[config.mk]
export PLATFORM = sky130hd
export DESIGN_NAME = tmc_timer3_ctrl
export DESIGN_NICKNAME = d
export VERILOG_FILES = /design/src/rtl/tmc_timer3_ctrl.v /design/src/rtl/tmc_byte_counter.v
export VERILOG_INCLUDE_DIRS = /design/src /design/src/rtl
export SDC_FILE = /design/constraint.sdc
export NUM_CORES = 1
export LEC_CHECK = 0
export BUFFER_PORTS_ARGS = -buffer_cell sky130_fd_sc_hd__buf_4
export CAP_MARGIN = 20
export CORE_MARGIN = 3
export CORE_UTILIZATION = 45
export DETAILED_ROUTE_END_ITERATION = 16
export GPL_TIMING_DRIVEN = 0
export PLACE_DENSITY = 0.68
export SYNTH_ARGS = -nofsm -noshare
export SYNTH_HDL_FRONTEND = slang
export SYNTH_SLANG_ARGS = --single-unit
[constraint.sdc]
create_clock -name clock -period 2.34 [get_ports clock]
set_input_delay 0.234 -clock clock [delete_from_list [all_inputs] [get_ports clock]]
set_output_delay 0.234 -clock clock [all_outputs]
set_load 0.01 [all_outputs]
[src/rtl/tmc_defines.vh]
/*
 * Constants for the third timer control logic: register addresses, field
 * positions, reset value, clock source codes and divider counts.
 * Assumes inclusion by bare name from design files under rtl/.
 */
`ifndef TMC_DEFINES_VH
`define TMC_DEFINES_VH

// Register addresses on the special function register bus
`define TMC_CTRL_ADDR 8'h91
`define TMC_RLL_ADDR 8'h92
`define TMC_RLH_ADDR 8'h93
`define TMC_CNTL_ADDR 8'h94
`define TMC_CNTH_ADDR 8'h95

// Control register fields
`define TMC_HOVF_BIT 7
`define TMC_LOVF_BIT 6
`define TMC_LIRQ_BIT 5
`define TMC_CAP_BIT 4
`define TMC_SPLIT_BIT 3
`define TMC_RUN_BIT 2
`define TMC_ALT_HI 1
`define TMC_ALT_LO 0
`define TMC_CTRL_RESET 8'h00

// Alternate clock encodings
`define TMC_ALT_DIV12 2'h0
`define TMC_ALT_EXT8 2'h1
`define TMC_ALT_RSVD 2'h2
`define TMC_ALT_LFO8 2'h3

// Divider counts
`define TMC_SYS_DIV 4'hC
`define TMC_SRC_DIV 3'h7

`endif

[src/rtl/tmc_timer3_ctrl.v]
/*
 * Third timer: control register, clock source selection, 16-bit or split
 * 8-bit auto-reload counting, low-frequency oscillator capture and the
 * interrupt request toward the core.
 * Assumes a simple special function register bus on the system clock with
 * one-cycle read and write strobes; ext_osc_div8, lfo_div8 and lfo_out are
 * asynchronous pin level inputs.
 */
`timescale 1ns/10ps
`include "tmc_defines.vh"

module tmc_timer3_ctrl (
	// Clock and reset
	input wire clock,
	input wire rst_b,
	// Register bus
	input wire [7:0] sfr_addr,
	input wire sfr_wr,
	input wire sfr_rd,
	input wire [7:0] sfr_wdata,
	output reg [7:0] sfr_rdata,
	// Configuration from the core
	input wire timer_irq_enable,
	input wire high_byte_clock_select,
	input wire low_byte_clock_select,
	input wire suspend,
	// Clock sources from pins
	input wire ext_osc_div8,
	input wire lfo_div8,
	input wire lfo_out,
	// Status
	output wire timer_irq,
	output wire [7:0] count_high_byte,
	output wire [7:0] count_low_byte
);

	reg [1:0] rst_sync_q;
	wire rst_sync_b;
	reg [7:0] ctrl_q;
	reg [7:0] reload_low_q;
	reg [7:0] reload_high_q;
	reg [3:0] div12_q;
	reg [1:0] ext_sync_q;
	reg [1:0] lfo8_sync_q;
	reg [1:0] lfo_sync_q;
	reg ext_prev_q;
	reg lfo8_prev_q;
	reg lfo_prev_q;
	reg ext_raw_q;
	reg lfo8_raw_q;
	wire div12_tick;
	wire ext_tick;
	wire lfo8_tick;
	reg alt_tick;
	wire low_tick;
	wire high_tick;
	wire split;
	wire run;
	wire low_en;
	wire high_en;
	wire low_ovf;
	wire high_ovf;
	wire low_reload;
	wire high_reload;
	wire cap_event;
	wire wr_ctrl;

	////////////////////////////////////////////////////////////////
	// Reset release through two flops
	always @(posedge clock or negedge rst_b) begin
		if (!rst_b) begin
			rst_sync_q <= 2'h0;
		end else begin
			rst_sync_q <= {rst_sync_q[0], 1'b1};
		end
	end
	assign rst_sync_b = rst_sync_q[1];

	////////////////////////////////////////////////////////////////
	// Pin synchronisers; first stage feeds only the second
	always @(posedge clock or negedge rst_sync_b) begin
		if (!rst_sync_b) begin
			ext_sync_q <= 2'h0;
			lfo8_sync_q <= 2'h0;
			lfo_sync_q <= 2'h0;
			ext_prev_q <= 1'b0;
			lfo8_prev_q <= 1'b0;
			lfo_prev_q <= 1'b0;
			ext_raw_q <= 1'b0;
			lfo8_raw_q <= 1'b0;
		end else begin
			ext_sync_q <= {ext_sync_q[0], ext_osc_div8};
			lfo8_sync_q <= {lfo8_sync_q[0], lfo_div8};
			lfo_sync_q <= {lfo_sync_q[0], lfo_out};
			ext_prev_q <= ext_sync_q[1];
			lfo8_prev_q <= lfo8_sync_q[1];
			lfo_prev_q <= lfo_sync_q[1];
			// Raw copies give a one edge rise detect for the suspend path
			ext_raw_q <= ext_osc_div8;
			lfo8_raw_q <= lfo_div8;
		end
	end

	// Suspend stops the system clock, so the raw divided source edges act directly;
	// one clock design models this as an unsynchronised rising detect on the raw pin
	// Raw edge compared with the raw copy, else one rise would count three times
	assign ext_tick = suspend ? (ext_osc_div8 && !ext_raw_q) : (ext_sync_q[1] && !ext_prev_q);
	assign lfo8_tick = suspend ? (lfo_div8 && !lfo8_raw_q) : (lfo8_sync_q[1] && !lfo8_prev_q);
	assign cap_event = ctrl_q[`TMC_CAP_BIT] && lfo_prev_q && !lfo_sync_q[1];

	////////////////////////////////////////////////////////////////
	// System clock divided by 12
	always @(posedge clock or negedge rst_sync_b) begin
		if (!rst_sync_b) begin
			div12_q <= 4'h0;
		end else if (div12_tick) begin
			div12_q <= 4'h0;
		end else begin
			div12_q <= div12_q + 4'h1;
		end
	end
	assign div12_tick = (div12_q == (`TMC_SYS_DIV - 4'h1));

	// Alternate source decode, shared by both bytes
	always @* begin
		case (ctrl_q[`TMC_ALT_HI:`TMC_ALT_LO])
			`TMC_ALT_DIV12: alt_tick = div12_tick;
			`TMC_ALT_EXT8: alt_tick = ext_tick;
			`TMC_ALT_LFO8: alt_tick = lfo8_tick;
			default: alt_tick = 1'b0;
		endcase
	end

	// Per byte choice of system clock or alternate source
	assign low_tick = low_byte_clock_select ? 1'b1 : alt_tick;
	assign high_tick = high_byte_clock_select ? 1'b1 : alt_tick;

	////////////////////////////////////////////////////////////////
	// Mode and run gating
	assign split = ctrl_q[`TMC_SPLIT_BIT];
	assign run = ctrl_q[`TMC_RUN_BIT];
	// In 16-bit mode the low byte clock select drives the whole count
	assign low_en = split ? low_tick : (run && low_tick);
	assign high_en = split ? (run && high_tick) : low_ovf;
	// 16-bit reload happens on the full carry; split bytes reload alone
	assign low_reload = split ? low_ovf : (low_ovf && high_ovf);
	assign high_reload = high_ovf;

	wire wr_cntl = sfr_wr && (sfr_addr == `TMC_CNTL_ADDR);
	wire wr_cnth = sfr_wr && (sfr_addr == `TMC_CNTH_ADDR);

	tmc_byte_counter u_low (
		.clock(clock),
		.rst_sync_b(rst_sync_b),
		.count_en(low_en),
		.reload_en(low_reload),
		.reload_val(reload_low_q),
		.wr_en(wr_cntl),
		.wr_data(sfr_wdata),
		.count_q(count_low_byte),
		.ovf(low_ovf)
	);

	tmc_byte_counter u_high (
		.clock(clock),
		.rst_sync_b(rst_sync_b),
		.count_en(high_en),
		.reload_en(high_reload),
		.reload_val(reload_high_q),
		.wr_en(wr_cnth),
		.wr_data(sfr_wdata),
		.count_q(count_high_byte),
		.ovf(high_ovf)
	);

	////////////////////////////////////////////////////////////////
	// Control register; hardware set beats a software clear
	assign wr_ctrl = sfr_wr && (sfr_addr == `TMC_CTRL_ADDR);
	always @(posedge clock or negedge rst_sync_b) begin
		if (!rst_sync_b) begin
			ctrl_q <= `TMC_CTRL_RESET;
		end else begin
			if (wr_ctrl) begin
				ctrl_q <= sfr_wdata;
			end
			if (high_ovf || cap_event) begin
				ctrl_q[`TMC_HOVF_BIT] <= 1'b1;
			end
			if (low_ovf) begin
				ctrl_q[`TMC_LOVF_BIT] <= 1'b1;
			end
		end
	end

	// Reload registers; capture overrides a same cycle write
	always @(posedge clock or negedge rst_sync_b) begin
		if (!rst_sync_b) begin
			reload_low_q <= 8'h00;
			reload_high_q <= 8'h00;
		end else if (cap_event) begin
			reload_low_q <= count_low_byte;
			reload_high_q <= count_high_byte;
		end else begin
			if (sfr_wr && (sfr_addr == `TMC_RLL_ADDR)) begin
				reload_low_q <= sfr_wdata;
			end
			if (sfr_wr && (sfr_addr == `TMC_RLH_ADDR)) begin
				reload_high_q <= sfr_wdata;
			end
		end
	end

	////////////////////////////////////////////////////////////////
	// Read data, unmapped addresses read zero
	always @(posedge clock or negedge rst_sync_b) begin
		if (!rst_sync_b) begin
			sfr_rdata <= 8'h00;
		end else if (sfr_rd) begin
			case (sfr_addr)
				`TMC_CTRL_ADDR: sfr_rdata <= ctrl_q;
				`TMC_RLL_ADDR: sfr_rdata <= reload_low_q;
				`TMC_RLH_ADDR: sfr_rdata <= reload_high_q;
				`TMC_CNTL_ADDR: sfr_rdata <= count_low_byte;
				`TMC_CNTH_ADDR: sfr_rdata <= count_high_byte;
				default: sfr_rdata <= 8'h00;
			endcase
		end
	end

	// Level request while an enabled flag stands, as the core expects
	assign timer_irq = timer_irq_enable && (ctrl_q[`TMC_HOVF_BIT] ||
		(ctrl_q[`TMC_LIRQ_BIT] && ctrl_q[`TMC_LOVF_BIT]));

endmodule

[src/rtl/tmc_byte_counter.v]
/*
 * One 8-bit up counter with auto-reload and overflow pulse.
 * Assumes count enable and load come from logic on the same clock.
 */
`timescale 1ns/10ps

module tmc_byte_counter (
	// Clock and reset
	input wire clock,
	input wire rst_sync_b,
	// Control
	input wire count_en,
	input wire reload_en,
	input wire [7:0] reload_val,
	input wire wr_en,
	input wire [7:0] wr_data,
	// Status
	output reg [7:0] count_q,
	output wire ovf
);

	// Roll over only while counting at 0xFF
	assign ovf = count_en && (count_q == 8'hFF);

	////////////////////////////////////////////////////////////////
	// Counter register, software write has the last word
	always @(posedge clock or negedge rst_sync_b) begin
		if (!rst_sync_b) begin
			count_q <= 8'h00;
		end else if (wr_en) begin
			count_q <= wr_data;
		end else if (reload_en) begin
			count_q <= reload_val;
		end else if (count_en) begin
			count_q <= count_q + 8'h01;
		end
	end

endmodule

==> results, run 1 <==
- The flow ran to the end, and the final reports show no timing, DRC or antenna violations.
- The overall via count from detail_route is 3089.
- The post-route met1 wirelength is 4160 um.
- The post-layout utilization of the core is 59.2%.
- The worst path required time is 2.57 ns.
- The sequential cells in the finished layout cover a total of 1580 um2.
- The leakage power is 1.81 nW.
- The clock share of power is 33.6%.
- The placed instance count is 488.
- The residual overflow from global routing is 0.
- The average instance area after synthesis is 9.77 um2.
- The first TritonRoute pass finished after 5 iterations.
- For this run, design rule violations remaining after detail routing come to 0.
- The class of the tightest hold or removal check is in -> reg.
- The post-placement cell area is between 3000 and 4000 um2.
- The number of global-route vias before repair is between 3k and 4k.
- In this run the power spent charging and discharging nets is ~0.9 mW.
- Summing all multi-input logic gate instances after layout gives 1700 um2.
- The critical path is of the in -> reg type.
- The CTS H-tree depth is 3.
- The floorplan has 30 rows.
- The nature of the critical path startpoint is an input port.
- In this run the worst path has a maximum fanout of 10.
- The highest metal layer carrying signal wires in the routed design is met4.
- The internal portion of total power is 2.09 mW.
- The most frequently used flop master after synthesis is dfrtp_1.
- The worst setup path is captured at a flip-flop.
- From synthesis to final layout, the design area changed by 24.0%.
- The initial cell density of the core is 47.8%.
- Global routing used 23.8% of the available tracks.
- In this run the remaining antenna-violating nets after routing total 0.
- The worst setup path startpoint is ext_osc_div8.
- The layout has 619 filler cells.
- The die covers ~8500 um2.
- The count of clock tree sinks is 63.
- The capture point of the worst path is u_low.count_q[1].
- The netlist area before placement is 3350 um2.
- Setup repair after global routing could not meet its margin everywhere.
- The final layout contains routed wiring with a total length of 9720 um.
- The worst reg2reg path endpoint is u_low.count_q[1].
- The I/O pin count is 52.
- In the routed layout, each cell is associated on average with a via count of 6.06.
- In this run the tightest slew margin relative to its limit is 44.5%.
- The switching power as a share of total power is slightly below 30%.
- The signal arrival time at the worst endpoint is 2.51 ns.
- The worst clock skew is between 0.01 and 0.015 ns.
- Measured in cells, the most critical reg-to-reg path has a length of 7.
- Entering global routing, the biggest net connects 33 pins.
- The final antenna diode count is 0.
- For this run, the number of Yosys warnings is 0.
- The fraction of synthesis flops using an asynchronous set or reset pin is 100%.
- After the flow finishes, the layout carries non-filler instances totaling ~500.
- In the finished design, the share of the clock period the worst path needs comes to 97.6%.
- Measured along the x axis, the die boundary spans 92.3 um.
- In this run the critical register-to-register path is launched from u_high.count_q[1].
- Dividing the detail-routed wire length by the instance count gives roughly 19 um.
- Summed over all nets, the half-perimeter wirelength after detailed placement is between 6000 and 7000 um.
- Of the total power, registers draw 49.8%.
- The post-layout minimum cycle time is 2.28 ns.
- The count of buffers added on input and output ports is 48.
- The max-capacitance violation count is 0.
- The wire length on met3 is 702 um.
- The number of unique standard cell types used by synthesis is 60.
- The final count of pins violating max slew is 0.
- The logic gate share of total power is 16.6%.
- The floorplan step set the die height to 92.3 um.
- Total power for the finished layout comes to 2.98 mW.
- The tree is rooted in a clkbuf_8.
- The initial DRC count is 298.
- The congestion estimate from routability-driven global placement came to 0.901.
- The hold violation total from the final report is 0.
- The worst-case IR drop observed on VDD is 0.341 mV.
- In the final layout, the share of cells above drive strength 1 is 23.7%.
- The synthesized flop and latch total is 63.
- The transition time at the pin with the least slew margin is slightly above 0.8 ns.
- Clock-pin slew was measured on the worst setup and hold paths at ~0.08 ns.
- The total setup violations reported at the end of the flow is 0.
- Static timing analysis puts the maximum clock frequency at 438 MHz.
- In this run, synthesis inferred 0 flip-flops with an integrated enable.
- The initial antenna violation count was 0.
- The cell area after layout is 4160 um2.
- The floorplan core area is 7020 um2.
- TritonCTS created 9 clock buffers.
- The first global-routing pass estimated 15600 um of wire.
- The clock tree from TritonCTS is built.
- Summing the sequential cell areas from Yosys gives between 40% and 50% of the chip area.
- The register-to-register path setup slack is 0.06 ns.
- For this design the ratio of total power to cell area is 717 nW/um2.
- Clock latency on the worst-skew pair, taken at its later pin, is 0.35 ns.
- The worst hold slack across all endpoints is between 0.15 and 0.2 ns.
- The total nets after synthesis is 373.
- The instance count of the mapped netlist is 343.
- The clock passes through at most 2 buffers.
- After the last flow step, the layout net total stands at 439.
- Detailed routing placed a total of about 4600 um of wire on met2.
## power by group through the flow
stage          combinational, mW  sequential [mW]  clock (mW)
2_1_floorplan              0.267             1.43           0
3_5_place_dp               0.494             1.47           0
4_1_cts                    0.501             1.45        1.02
3_3_place_gp               0.471             1.48           0
5_1_grt                    0.552             1.50        1.08
6_report                   0.494             1.48        1.00
## cell usage in the layout, fill, tap and decap left out, drive strengths merged, types with 2 or more instances in the layout
cell type / Yosys / layout
dlygate4sd3: 0 / 4
clkbuf: 12 / 22
dfrtp: 63 / 63
a31oi: 19 / 19
a211oi: 4 / 4
mux2: 11 / 11
nor3b: 2 / 2
inv: 7 / 7
nor2: 34 / 34
buf: 5 / 59
and4: 3 / 3
clkinv: 0 / 2
a32oi: 2 / 2
and3: 10 / 10
nor3: 3 / 3
xor2: 2 / 2
nand3: 14 / 14
o31ai: 3 / 3
a22oi: 7 / 7
xnor2: 3 / 3
nand4: 4 / 4
o21ai: 22 / 22
a21oi: 14 / 14
nand2: 36 / 36
o21a: 3 / 3
a22o: 7 / 7
ha: 3 / 3
mux2i: 21 / 21
a222oi: 2 / 2
or2: 2 / 2
or3: 2 / 2
nand4bb: 2 / 2
## state kept, by name, indices dropped and copies added (netlist names)
register	flops
ctrl_q	8
div12_q	4
ext_prev_q	1
ext_sync_q	2
lfo8_prev_q	1
lfo8_sync_q	2
lfo_prev_q	1
lfo_sync_q	2
reload_high_q	8
reload_low_q	8
rst_sync_q	2
sfr_rdata	8
u_high.count_q	8
u_low.count_q	8
## kinds of logic after synthesis
kind of cell	count (synthesis)	synth area share [%]
XOR/XNOR	5	1.31
flip-flops	63	47.0
AND/OR/NAND/NOR	122	18.6
other	1	0.112
AO/OA/AOI/OAI	93	18.7
adder cells (fa/ha/maj)	3	1.12
multiplexers	32	10.2
buffers and inverters	24	2.87
## synth_stat cells (all sizes together), types with 3 or more instances
cell | instances | share of area, %
nor2 | 34 | 4.0
nand2 | 36 | 4.1
nand3 | 14 | 2.1
buf | 5 | 0.75
a31oi | 19 | 3.5
o31ai | 3 | 0.67
and3 | 10 | 1.9
a21oi | 14 | 2.4
a22o | 7 | 1.8
ha | 3 | 1.1
mux2i | 21 | 6.3
nand4 | 4 | 0.75
nor3 | 3 | 0.45
and4 | 3 | 0.78
xnor2 | 3 | 0.78
o21a | 3 | 0.67
dfrtp | 63 | 47
a22oi | 7 | 1.6
inv | 7 | 0.78
o21ai | 22 | 3.3
mux2 | 11 | 3.9
clkbuf | 12 | 1.3
a211oi | 4 | 0.90
## layer usage
layer / vias to the layer above / track usage [%]
met1: 1514 / 32.5
met3: 20 / 3.57
met2: 153 / 37.5
met4: 0 / 10.6
li1: 1402 / -
met5: - / 0
## how the worst min path moves through the flow
| stage | startpoint | to | slack, ns | cells after the start |
|---|---|---|---|---|
| global placement | rst_b | rst_sync_q[0] | 0.02 | 1 |
| floorplan | rst_b | rst_sync_q[0] | -0.06 | 0 |
| CTS | sfr_wdata[2] | u_high.count_q[2] | 0.14 | 3 |
| finish | sfr_wdata[2] | u_high.count_q[2] | 0.15 | 3 |
| detailed placement | rst_b | rst_sync_q[0] | 0.02 | 1 |
| global route | sfr_wdata[1] | ctrl_q[1] | 0.17 | 2 |
## per-stage QoR
step                setup TNS, ns  setup WS, ns
global route              -0.0322       -0.0322
floorplan                       0        0.0829
finish                          0        0.0551
CTS                             0       0.00473
global placement           -18.91        -0.310
detailed placement         -0.251        -0.251
## what timing repair did
| item | CTS | global route |
|---|---|---|
| hold buffers | 4 | 0 |
| endpoints found under the hold margin | 5 | 0 |
| buffers inserted | 0 | 5 |
| gates resized for setup | 5 | 6 |
| endpoints found under the setup margin | 1 | 5 |
| pin swaps | 0 | 1 |
## critical path, stage by stage
cell and delay [ns]:
dlygate4sd3_1 0.53, buf_4 0.13, and3b_1 0.15, or4_4 0.50
a21oi_4 0.25, nor2_4 0.12, mux2_4 0.33, mux2_4 0.25
## cell type report
class / count / share of cell area (%)
buffer: 14 / 1.51
clock buffer: 13 / 4.06
clock inverter: 3 / 0.963
inverter: 7 / 0.632
multi-input combinational: 256 / 40.8
sequential: 63 / 38.1
tap: 96 / 2.89
timing repair buffer: 58 / 11.0
No activity file was read; power rests on OpenSTA's default activity.
==> run 2: changes to the inputs <==
CORE_ASPECT_RATIO = 0.9   (was unset)
SLEW_MARGIN = 20   (was unset)
==> run 2 against run 1 <==
Effect of this change:
- via count shrank 0.29%
- routed wire length up 0.37%
- register-to-register slack improved by 0.04 ns
- first-iteration DRC count fell by 15%
- final cell count unchanged
- non-clock buffer count increased by 3
- flip-flop and latch count unchanged
- sequential share of layout area grew 0.13 points
- design area is 0.18% lower
- clock skew shrank 0.0060 ns
- hold slack better by 0.0062 ns
- total power down 4.6%
- critical endpoint unchanged
==> results, run 2 (synthesis gave the netlist of run 1 again) <==
- The kind of critical path is reg -> reg (was in -> reg).
- The final count of pins violating max slew is 0 (unchanged).
- The nature of the critical path startpoint is a flip-flop (was input port).
- The most common cell after layout, fill and taps aside is dfrtp_1 (unchanged).
- The final cycle utilization of the critical path came to 96.1% (was 97.6%).
- The floorplan die height is 87.9 um (was 92.3 um).
- The highest cell delay on the worst timing path is 0.40 ns (was 0.53 ns).
- The power spent charging and discharging nets was 0.915 mW (was 0.887 mW).
- The number of cell rows is 29 (was 30).
- The total setup violations reported at the end of the flow is 0 (unchanged).
- The global-route usage over all layers came to 23.3% (was 23.8%).
- The transition time at the pin with the least slew margin is 0.761 ns (was 0.831 ns).
- The worst hold slack across all endpoints came to 0.157 ns (was 0.151 ns).
- The maximum VDD drop is 0.379 mV (was 0.341 mV).
- The internal portion of total power is 1.93 mW (was 2.09 mW).
- The CTS clock-pin slew for the worst setup and hold paths was 0.07 ns (was 0.08 ns).
- The switching power as a share of total power was 32.2% (was 29.8%).
- The critical-path cell with the highest stage delay was dfrtp_2 (was dlygate4sd3_1).
- Cell chain of the critical path: ha_2 > nand4_1 > nor2_4 > o21a_2 > mux2_2 > mux2_4 > mux2_4 (was dlygate4sd3_1 > buf_4 > and3b_1 > or4_4 > a21oi_4 > nor2_4 > mux2_4 > mux2_4).
- The floorplan core area was 7150 um2 (was 7020 um2).
- The worst path required time is 2.57 ns (about the same).
- The final antenna diode count is 0 (unchanged).
- The die outline area is 8520 um2 (about the same).
- The clock share of power is 29.4% (was 33.6%).
- The class of the tightest hold or removal check is in -> reg (unchanged).
- The hold violation total from the final report came to 0 (unchanged).
- The buffer type at the clock tree root is clkbuf_8 (unchanged).
- The clock tree from TritonCTS was built (unchanged).
- The area overhead of the layout relative to synthesis is 23.8% (was 24.0%).
- The first-pass GRT wire length is 15600 um (about the same).
- The initial cell density of the core was 46.9% (was 47.8%).
- The count of non-filler cells in the finished layout is 510 (unchanged).
- Leading cell types in the layout, fill and taps excluded: 58 x dfrtp_1, 56 x buf_4, 35 x nand2_1 (was 58 x dfrtp_1, 53 x buf_4, 35 x nand2_1).
- Run status: complete, no violations (unchanged).
- The worst clock skew is 0.00570 ns (was 0.0117 ns).
- The final routed wirelength across all metal layers is 9750 um (was 9720 um).
- The wire length per cell after detailed routing is 19.1 um (about the same).
- The post-route worst setup slack is 0.0924 ns (was 0.0551 ns).
- The leakage power is 1.79 nW (was 1.81 nW).
- The clock insertion delay at the later pin of the skew report is 0.34 ns (was 0.35 ns).
- The post-route antenna net violation count is 0 (unchanged).
- The post-layout minimum cycle time was 2.25 ns (was 2.28 ns).
- The upper clock frequency limit came to 445 MHz (was 438 MHz).
- The pin count of the biggest net entering global routing came to 44 (was 33).
- The max-capacitance violation count is 0 (unchanged).
- The detailed-route vias per instance is 6.04 (was 6.06).
- The relative slew slack is 49.2% (was 44.5%).
- The number of search-and-repair iterations in the first detailed-routing pass is 6 (was 5).
- The power density over the cells was 685 nW/um2 (was 717 nW/um2).
- The signal arrival time at the worst endpoint came to 2.48 ns (was 2.51 ns).
- The quantity of I/O buffers inserted on ports was 48 (unchanged).
- The residual overflow from global routing was 0 (unchanged).
- The sequential power share was 50.9% (was 49.8%).
- The net total in the final layout is 442 (was 439).
- The initial DRC count came to 253 (was 298).
- The maximum fanout along the worst path is 7 (was 10).
- The DRC violation count after routing is 0 (unchanged).
- The post-detailed-placement half-perimeter wirelength came to 6980 um (was 6890 um).
- The minimum setup slack after placement is -0.361 ns (was -0.251 ns).
- The overall via count from detail_route is 3080 (was 3089).
- The sort of element at the end of the critical path is a flip-flop (unchanged).
- The number of buffers between clock root and the deepest sink was 2 (unchanged).
- The initial antenna violation count is 0 (unchanged).
- The I/O pin count is 52 (unchanged).
- The logic gate share of total power is 19.7% (was 16.6%).
- The count of clock tree sinks is 63 (unchanged).
- The routability congestion estimate from global placement is 0.905 (was 0.901).
- The width of the die is 97.0 um (was 92.3 um).
- The cell occurring most often along the worst timing path is mux2_4 (unchanged).
- The share of layout cells above drive strength 1 is 24.2% (was 23.7%).
- The number of global-route vias before repair is 2903 (was 3054).
- The CTS H-tree depth came to 3 (unchanged).
- The placed instance count was 485 (was 488).
- The total CTS buffers is 9 (unchanged).
==> run 2: cell count changes in the layout (fill, tap and decap cells not counted), sizes merged <==
cell	change
clkbuf	-3
clkinvlp	+3
buf	+2
clkinv	+2
bufinv	-1
==> run 2: layout make-up <==
type	instances	area, um2
Buffer	15	62.6
Clock buffer	9	124
Clock inverter	7	50.0
Fill cell	623	3000
Inverter	7	26.3
Multi-Input combinational cell	256	1700
Sequential cell	63	1590
Tap cell	93	116
Timing Repair Buffer	60	480
==> run 2: final timing paths <==
| kind | start | end | slack, ns | cells past startpoint |
|---|---|---|---|---|
| setup / recovery | u_high.count_q[0] | u_low.count_q[1] | 0.09 | 7 |
| hold / removal | sfr_wdata[2] | u_high.count_q[2] | 0.16 | 3 |
| setup reg to reg | u_high.count_q[0] | u_low.count_q[1] | 0.09 | 7 |
| hold reg to reg | rst_sync_q[1] | div12_q[3] | 0.21 | 0 |
| max in group asynchronous | rst_sync_q[1] | u_high.count_q[0] | 1.62 | 1 |
| min in group asynchronous | rst_b | rst_sync_q[1] | 0.20 | 2 |
==> run 2: power by group through the flow <==
stage / clock network (mW) / logic [mW] / registers, mW
2_1_floorplan: 0 / 0.267 / 1.43
3_3_place_gp: 0 / 0.463 / 1.48
3_5_place_dp: 0 / 0.496 / 1.47
4_1_cts: 0.857 / 0.508 / 1.45
5_1_grt: 0.907 / 0.617 / 1.46
6_report: 0.835 / 0.560 / 1.45
==> run 2: stage by stage <==
step                      power, mW  instance area (um2)  TNS (ns)  util, %
after detailed placement       1.96                 3860    -0.494     54.0
after global placement         1.94                 3830    -16.78     53.6
after floorplan                1.69                 3350         0        -
after CTS                      2.81                 4100         0     57.3
final                          2.84                 4150         0     58.0
after global routing           2.99                 4150  -0.00541     58.0
==> run 2: timing repair <==
item                                    in CTS  in global routing
pin swaps                                    0                  2
endpoints found under the setup margin       3                  4
hold buffers                                 4                  0
setup buffers                                1                  6
gates resized for setup                      8                  4
endpoints found under the hold margin        5                  0
==> run 2: critical path, delay by kind of cell, from the launching register on <==
| kind | cells | cell delay [ns] |
|---|---|---|
| compound gates | 1 | 0.22 |
| fa+ha+maj | 1 | 0.27 |
| flops | 1 | 0.40 |
| mux | 3 | 0.85 |
| simple gates | 2 | 0.39 |
==> run 2: routing by layer <==
layer / vias up / global-route usage, % / routed length (um)
li1: 1415 / - / -
met1: 1493 / 30.6 / 4230
met2: 152 / 37.7 / 4610
met3: 20 / 7.32 / 735
met4: 0 / 6.76 / 185
met5: - / 0 / 0
==> run 3: changes to the inputs <==
ABC_AREA = 1   (was unset)
PLACE_DENSITY = 0.67   (was 0.68)
==> run 3 against run 2 <==
Effect of this change:
- design area increased by 2.7%
- sequential power about the same
- synthesized cell count up 33%
- total power grew 11%
- global-route usage grew 0.94 points
- largest power group unchanged
==> results, run 3 <==
- The highest cell delay on the worst timing path is 0.45 ns (was 0.40 ns).
- The detailed-route vias per instance was 5.46 (was 6.04).
- The maximum VDD drop is 0.476 mV (was 0.379 mV).
- The wire length per cell after detailed routing is 16.7 um (was 19.1 um).
- The fraction of synthesis flops using an asynchronous set or reset pin is 100% (unchanged).
- The number of buffers between clock root and the deepest sink is 2 (unchanged).
- The transition time at the pin with the least slew margin came to 0.584 ns (was 0.761 ns).
- The worst path required time is 2.62 ns (was 2.57 ns).
- The count of non-filler cells in the finished layout is 621 (was 510).
- The logic gate share of total power was 26.2% (was 19.7%).
- The instance count of the mapped netlist is 456 (was 343).
- The post-route antenna net violation count was 0 (unchanged).
- The DRC violation count after routing is 0 (unchanged).
- The critical-path cell with the highest stage delay was dfrtp_1 (was dfrtp_2).
- The hold violation total from the final report is 0 (unchanged).
- The area overhead of the layout relative to synthesis is 20.9% (was 23.8%).
- The initial cell density of the core is 48.1% (was 46.9%).
- The post-placement cell area was 4050 um2 (was 3860 um2).
- The final antenna diode count is 0 (unchanged).
- The signal arrival time at the worst endpoint is 2.17 ns (was 2.48 ns).
- The share of layout cells above drive strength 1 is 18.8% (was 24.2%).
- Cell chain of the critical path: ha_1 > nand3_2 > nor2_1 > nand4_1 > nand2_1 > nand2_1 > nand2_1 > nand3_1 > nand2_1 (was ha_2 > nand4_1 > nor2_4 > o21a_2 > mux2_2 > mux2_4 > mux2_4).
- The leakage power is 2.10 nW (was 1.79 nW).
- The net total in the final layout was 553 (was 442).
- The sort of element at the end of the critical path is a flip-flop (unchanged).
- The number of search-and-repair iterations in the first detailed-routing pass came to 4 (was 6).
- The sequential power share is 46.8% (was 50.9%).
- The overall power is 3.16 mW (was 2.84 mW).
- The count of clock tree sinks came to 63 (unchanged).
- The cell occurring most often along the worst timing path was nand2_1 (was mux2_4).
- The maximum fanout along the worst path is 6 (was 7).
- The post-detailed-placement half-perimeter wirelength is 7800 um (was 6980 um).
- The post-cts resize count came to 0 (was 8).
- The first-pass GRT wire length is 17300 um (was 15600 um).
- The nature of the critical path startpoint is a flip-flop (unchanged).
- The switching power as a share of total power is 36.4% (was 32.2%).
- Area contributors post-synth: dfrtp_1 45%, nand2_1 10%, inv_1 7.8%, o21ai_0 5.7%, nand3_1 5.1% (was dfrtp_1 47%, mux2i_1 6.3%, nand2_1 3.9%, nor2_1 3.7%, a31oi_1 3.5%).
- The initial DRC count is 287 (was 253).
- The floorplan core area was 7330 um2 (was 7150 um2).
- The number of cell rows is 29 (unchanged).
- The worst hold slack across all endpoints is 0.137 ns (was 0.157 ns).
- The post-layout minimum cycle time is 1.89 ns (was 2.25 ns).
- The die outline area came to 8940 um2 (was 8520 um2).
- The total buffers and inverters traversed by the critical path is 0 (unchanged).
- The placed instance count is 601 (was 485).
- The overall via count from detail_route came to 3388 (was 3080).
- The most common cell after layout, fill and taps aside is nand2_1 (was dfrtp_1).
- The kind of critical path is reg -> reg (unchanged).
- The floorplan die height came to 90.0 um (was 87.9 um).
- The number of enable flip-flop cells after synthesis was 0 (unchanged).
- The clock share of power is 27.0% (was 29.4%).
- Leading cell types in the layout, fill and taps excluded: 96 x nand2_1, 73 x inv_1, 62 x dfrtp_1 (was 58 x dfrtp_1, 56 x buf_4, 35 x nand2_1).
- The synthesized flop and latch total came to 63 (unchanged).
- The max-capacitance violation count is 0 (unchanged).
- Run status: complete, no violations (unchanged).
- The routability congestion estimate from global placement is 0.914 (was 0.905).
- The top cell family by delay on the critical path is simple AND/OR/NAND/NOR gates (was multiplexers).
- The global-route usage over all layers is 24.3% (was 23.3%).
- The source of the worst hold timing path is sfr_wdata[1] (was sfr_wdata[2]).
- The total setup violations reported at the end of the flow was 0 (unchanged).
- The most frequently used flop master after synthesis is dfrtp_1 (unchanged).
- The portion of synthesized cell area occupied by the leading cell type is 44.7% (was 47.0%).
- The largest area contributor in the netlist is dfrtp_1 (unchanged).
- The register area share after synthesis is 44.7% (was 47.0%).
- Synth cell count leaders: 96 x nand2_1, 73 x inv_1, 63 x dfrtp_1 (was 63 x dfrtp_1, 35 x nand2_1, 33 x nor2_1).
- The initial antenna violation count is 0 (unchanged).
- The total CTS buffers is 9 (unchanged).
- The number of hold-repair buffers added at the cts stage is 4 (unchanged).
- The I/O pin count is 52 (unchanged).
- The pin count of the biggest net entering global routing is 43 (was 44).
- Setup repair after global routing left no endpoint under its margin.
- The relative slew slack is 60.8% (was 49.2%).
- The total nets after synthesis is 486 (was 373).
- The average instance area after synthesis is 7.73 um2 (was 9.77 um2).
- The power spent charging and discharging nets is 1.15 mW (was 0.915 mW).
- The power density over the cells is 741 nW/um2 (was 685 nW/um2).
- The sum of negative setup slack is 0 ns (unchanged).
- The most used standard cell by instance count after synthesis is nand2_1 (was dfrtp_1).
- The quantity of I/O buffers inserted on ports is 51 (was 48).
- The width of the die came to 99.3 um (was 97.0 um).
- The final routed wirelength across all metal layers is 10400 um (was 9750 um).
- The netlist area before placement is 3530 um2 (was 3350 um2).
- The upper clock frequency limit is 529 MHz (was 445 MHz).
- The worst reg2reg path startpoint is u_low.count_q[0] (was u_high.count_q[0]).
- The buffer type at the clock tree root is clkbuf_8 (unchanged).
- The number of setup buffers added after CTS came to 0 (was 1).
- The number of global-route vias before repair was 3262 (was 2903).
- The final cycle utilization of the critical path was 80.8% (was 96.1%).
- The fill cell total of the finished layout is 715 (was 623).
- The class of the tightest hold or removal check is in -> reg (unchanged).
- The internal portion of total power is 2.01 mW (was 1.93 mW).
- The clock insertion delay at the later pin of the skew report came to 0.34 ns (about the same).
- The CTS clock-pin slew for the worst setup and hold paths is 0.07 ns (about the same).
- The warning count from the yosys run is 0 (unchanged).
- The clock tree from TritonCTS is built (unchanged).
- The final count of pins violating max slew was 0 (unchanged).
- The worst setup path startpoint is u_low.count_q[0] (was u_high.count_q[0]).
- The residual overflow from global routing was 0 (unchanged).
- The worst clock skew is 0.00965 ns (was 0.00570 ns).
- The cell area after layout is 4260 um2 (was 4150 um2).
- The number of unique standard cell types used by synthesis is 36 (was 60).
- The CTS H-tree depth came to 3 (unchanged).
run 3: through the flow:
| stage | util, % | setup WS [ns] |
|---|---|---|
| global route | 58.2 | 0.281 |
| global placement | 54.9 | -0.313 |
| CTS | 58.2 | 0.439 |
| finish | 58.2 | 0.450 |
| floorplan | - | 0.456 |
| detailed placement | 55.3 | 0.476 |
run 3: path summary, 6_finish.rpt:
kind | to | slack [ns] | cells after the start
max reg2reg | u_high.count_q[5] | 0.45 | 9
max in group asynchronous | reload_high_q[5] | 1.59 | 1
min in group asynchronous | rst_sync_q[0] | 0.22 | 2
min reg2reg | div12_q[2] | 0.22 | 0
max | u_high.count_q[5] | 0.45 | 9
min | ctrl_q[1] | 0.14 | 3
run 3: final cells by class:
class                      instances  area (um2)  share of cell area, %
sequential                        63        1580                   37.1
buffer                             9        43.8                   1.03
timing repair buffer              56         443                   10.4
tap                               93         116                   2.73
clock buffer                       9         124                   2.91
clock inverter                     7        48.8                   1.14
multi-input combinational        302        1600                   37.5
inverter                          82         309                   7.25
run 3: logic make-up (layout without fill, tap and decap cells):
kind of cell | after synthesis | in the layout | synth area share [%]
other | 1 | 1 | 0.106
flip-flops | 63 | 63 | 44.7
buffers and inverters | 91 | 163 | 10.0
XOR/XNOR | 12 | 12 | 2.98
AND/OR/NAND/NOR | 204 | 204 | 27.0
AO/OA/AOI/OAI | 82 | 82 | 14.1
adder cells (fa/ha/maj) | 3 | 3 | 1.06
run 3: power groups by stage:
stage | clock [mW] | sequential (mW) | combinational (mW)
floorplan | 0 | 1.48 | 0.458
global placement | 0 | 1.51 | 0.796
detailed placement | 0 | 1.49 | 0.821
CTS | 0.875 | 1.47 | 0.829
global route | 0.924 | 1.51 | 0.933
finish | 0.852 | 1.48 | 0.826
run 3: worst reg2reg max path, stage by stage (launching register included):
cell     delay, ns
dfrtp_1       0.45
ha_1          0.24
nand3_2       0.12
nor2_1        0.25
nand4_1       0.15
nand2_1       0.16
nand2_1       0.21
nand2_1       0.11
nand3_1       0.07
nand2_1       0.07
run 3: per-layer routing:
layer	share of wire, %	GRT usage, %	up-vias
li1	-	-	1637
met1	48	36.9	1592
met2	44	35.0	142
met3	7.1	4.88	17
met4	1.6	6.71	0
met5	0	0	-
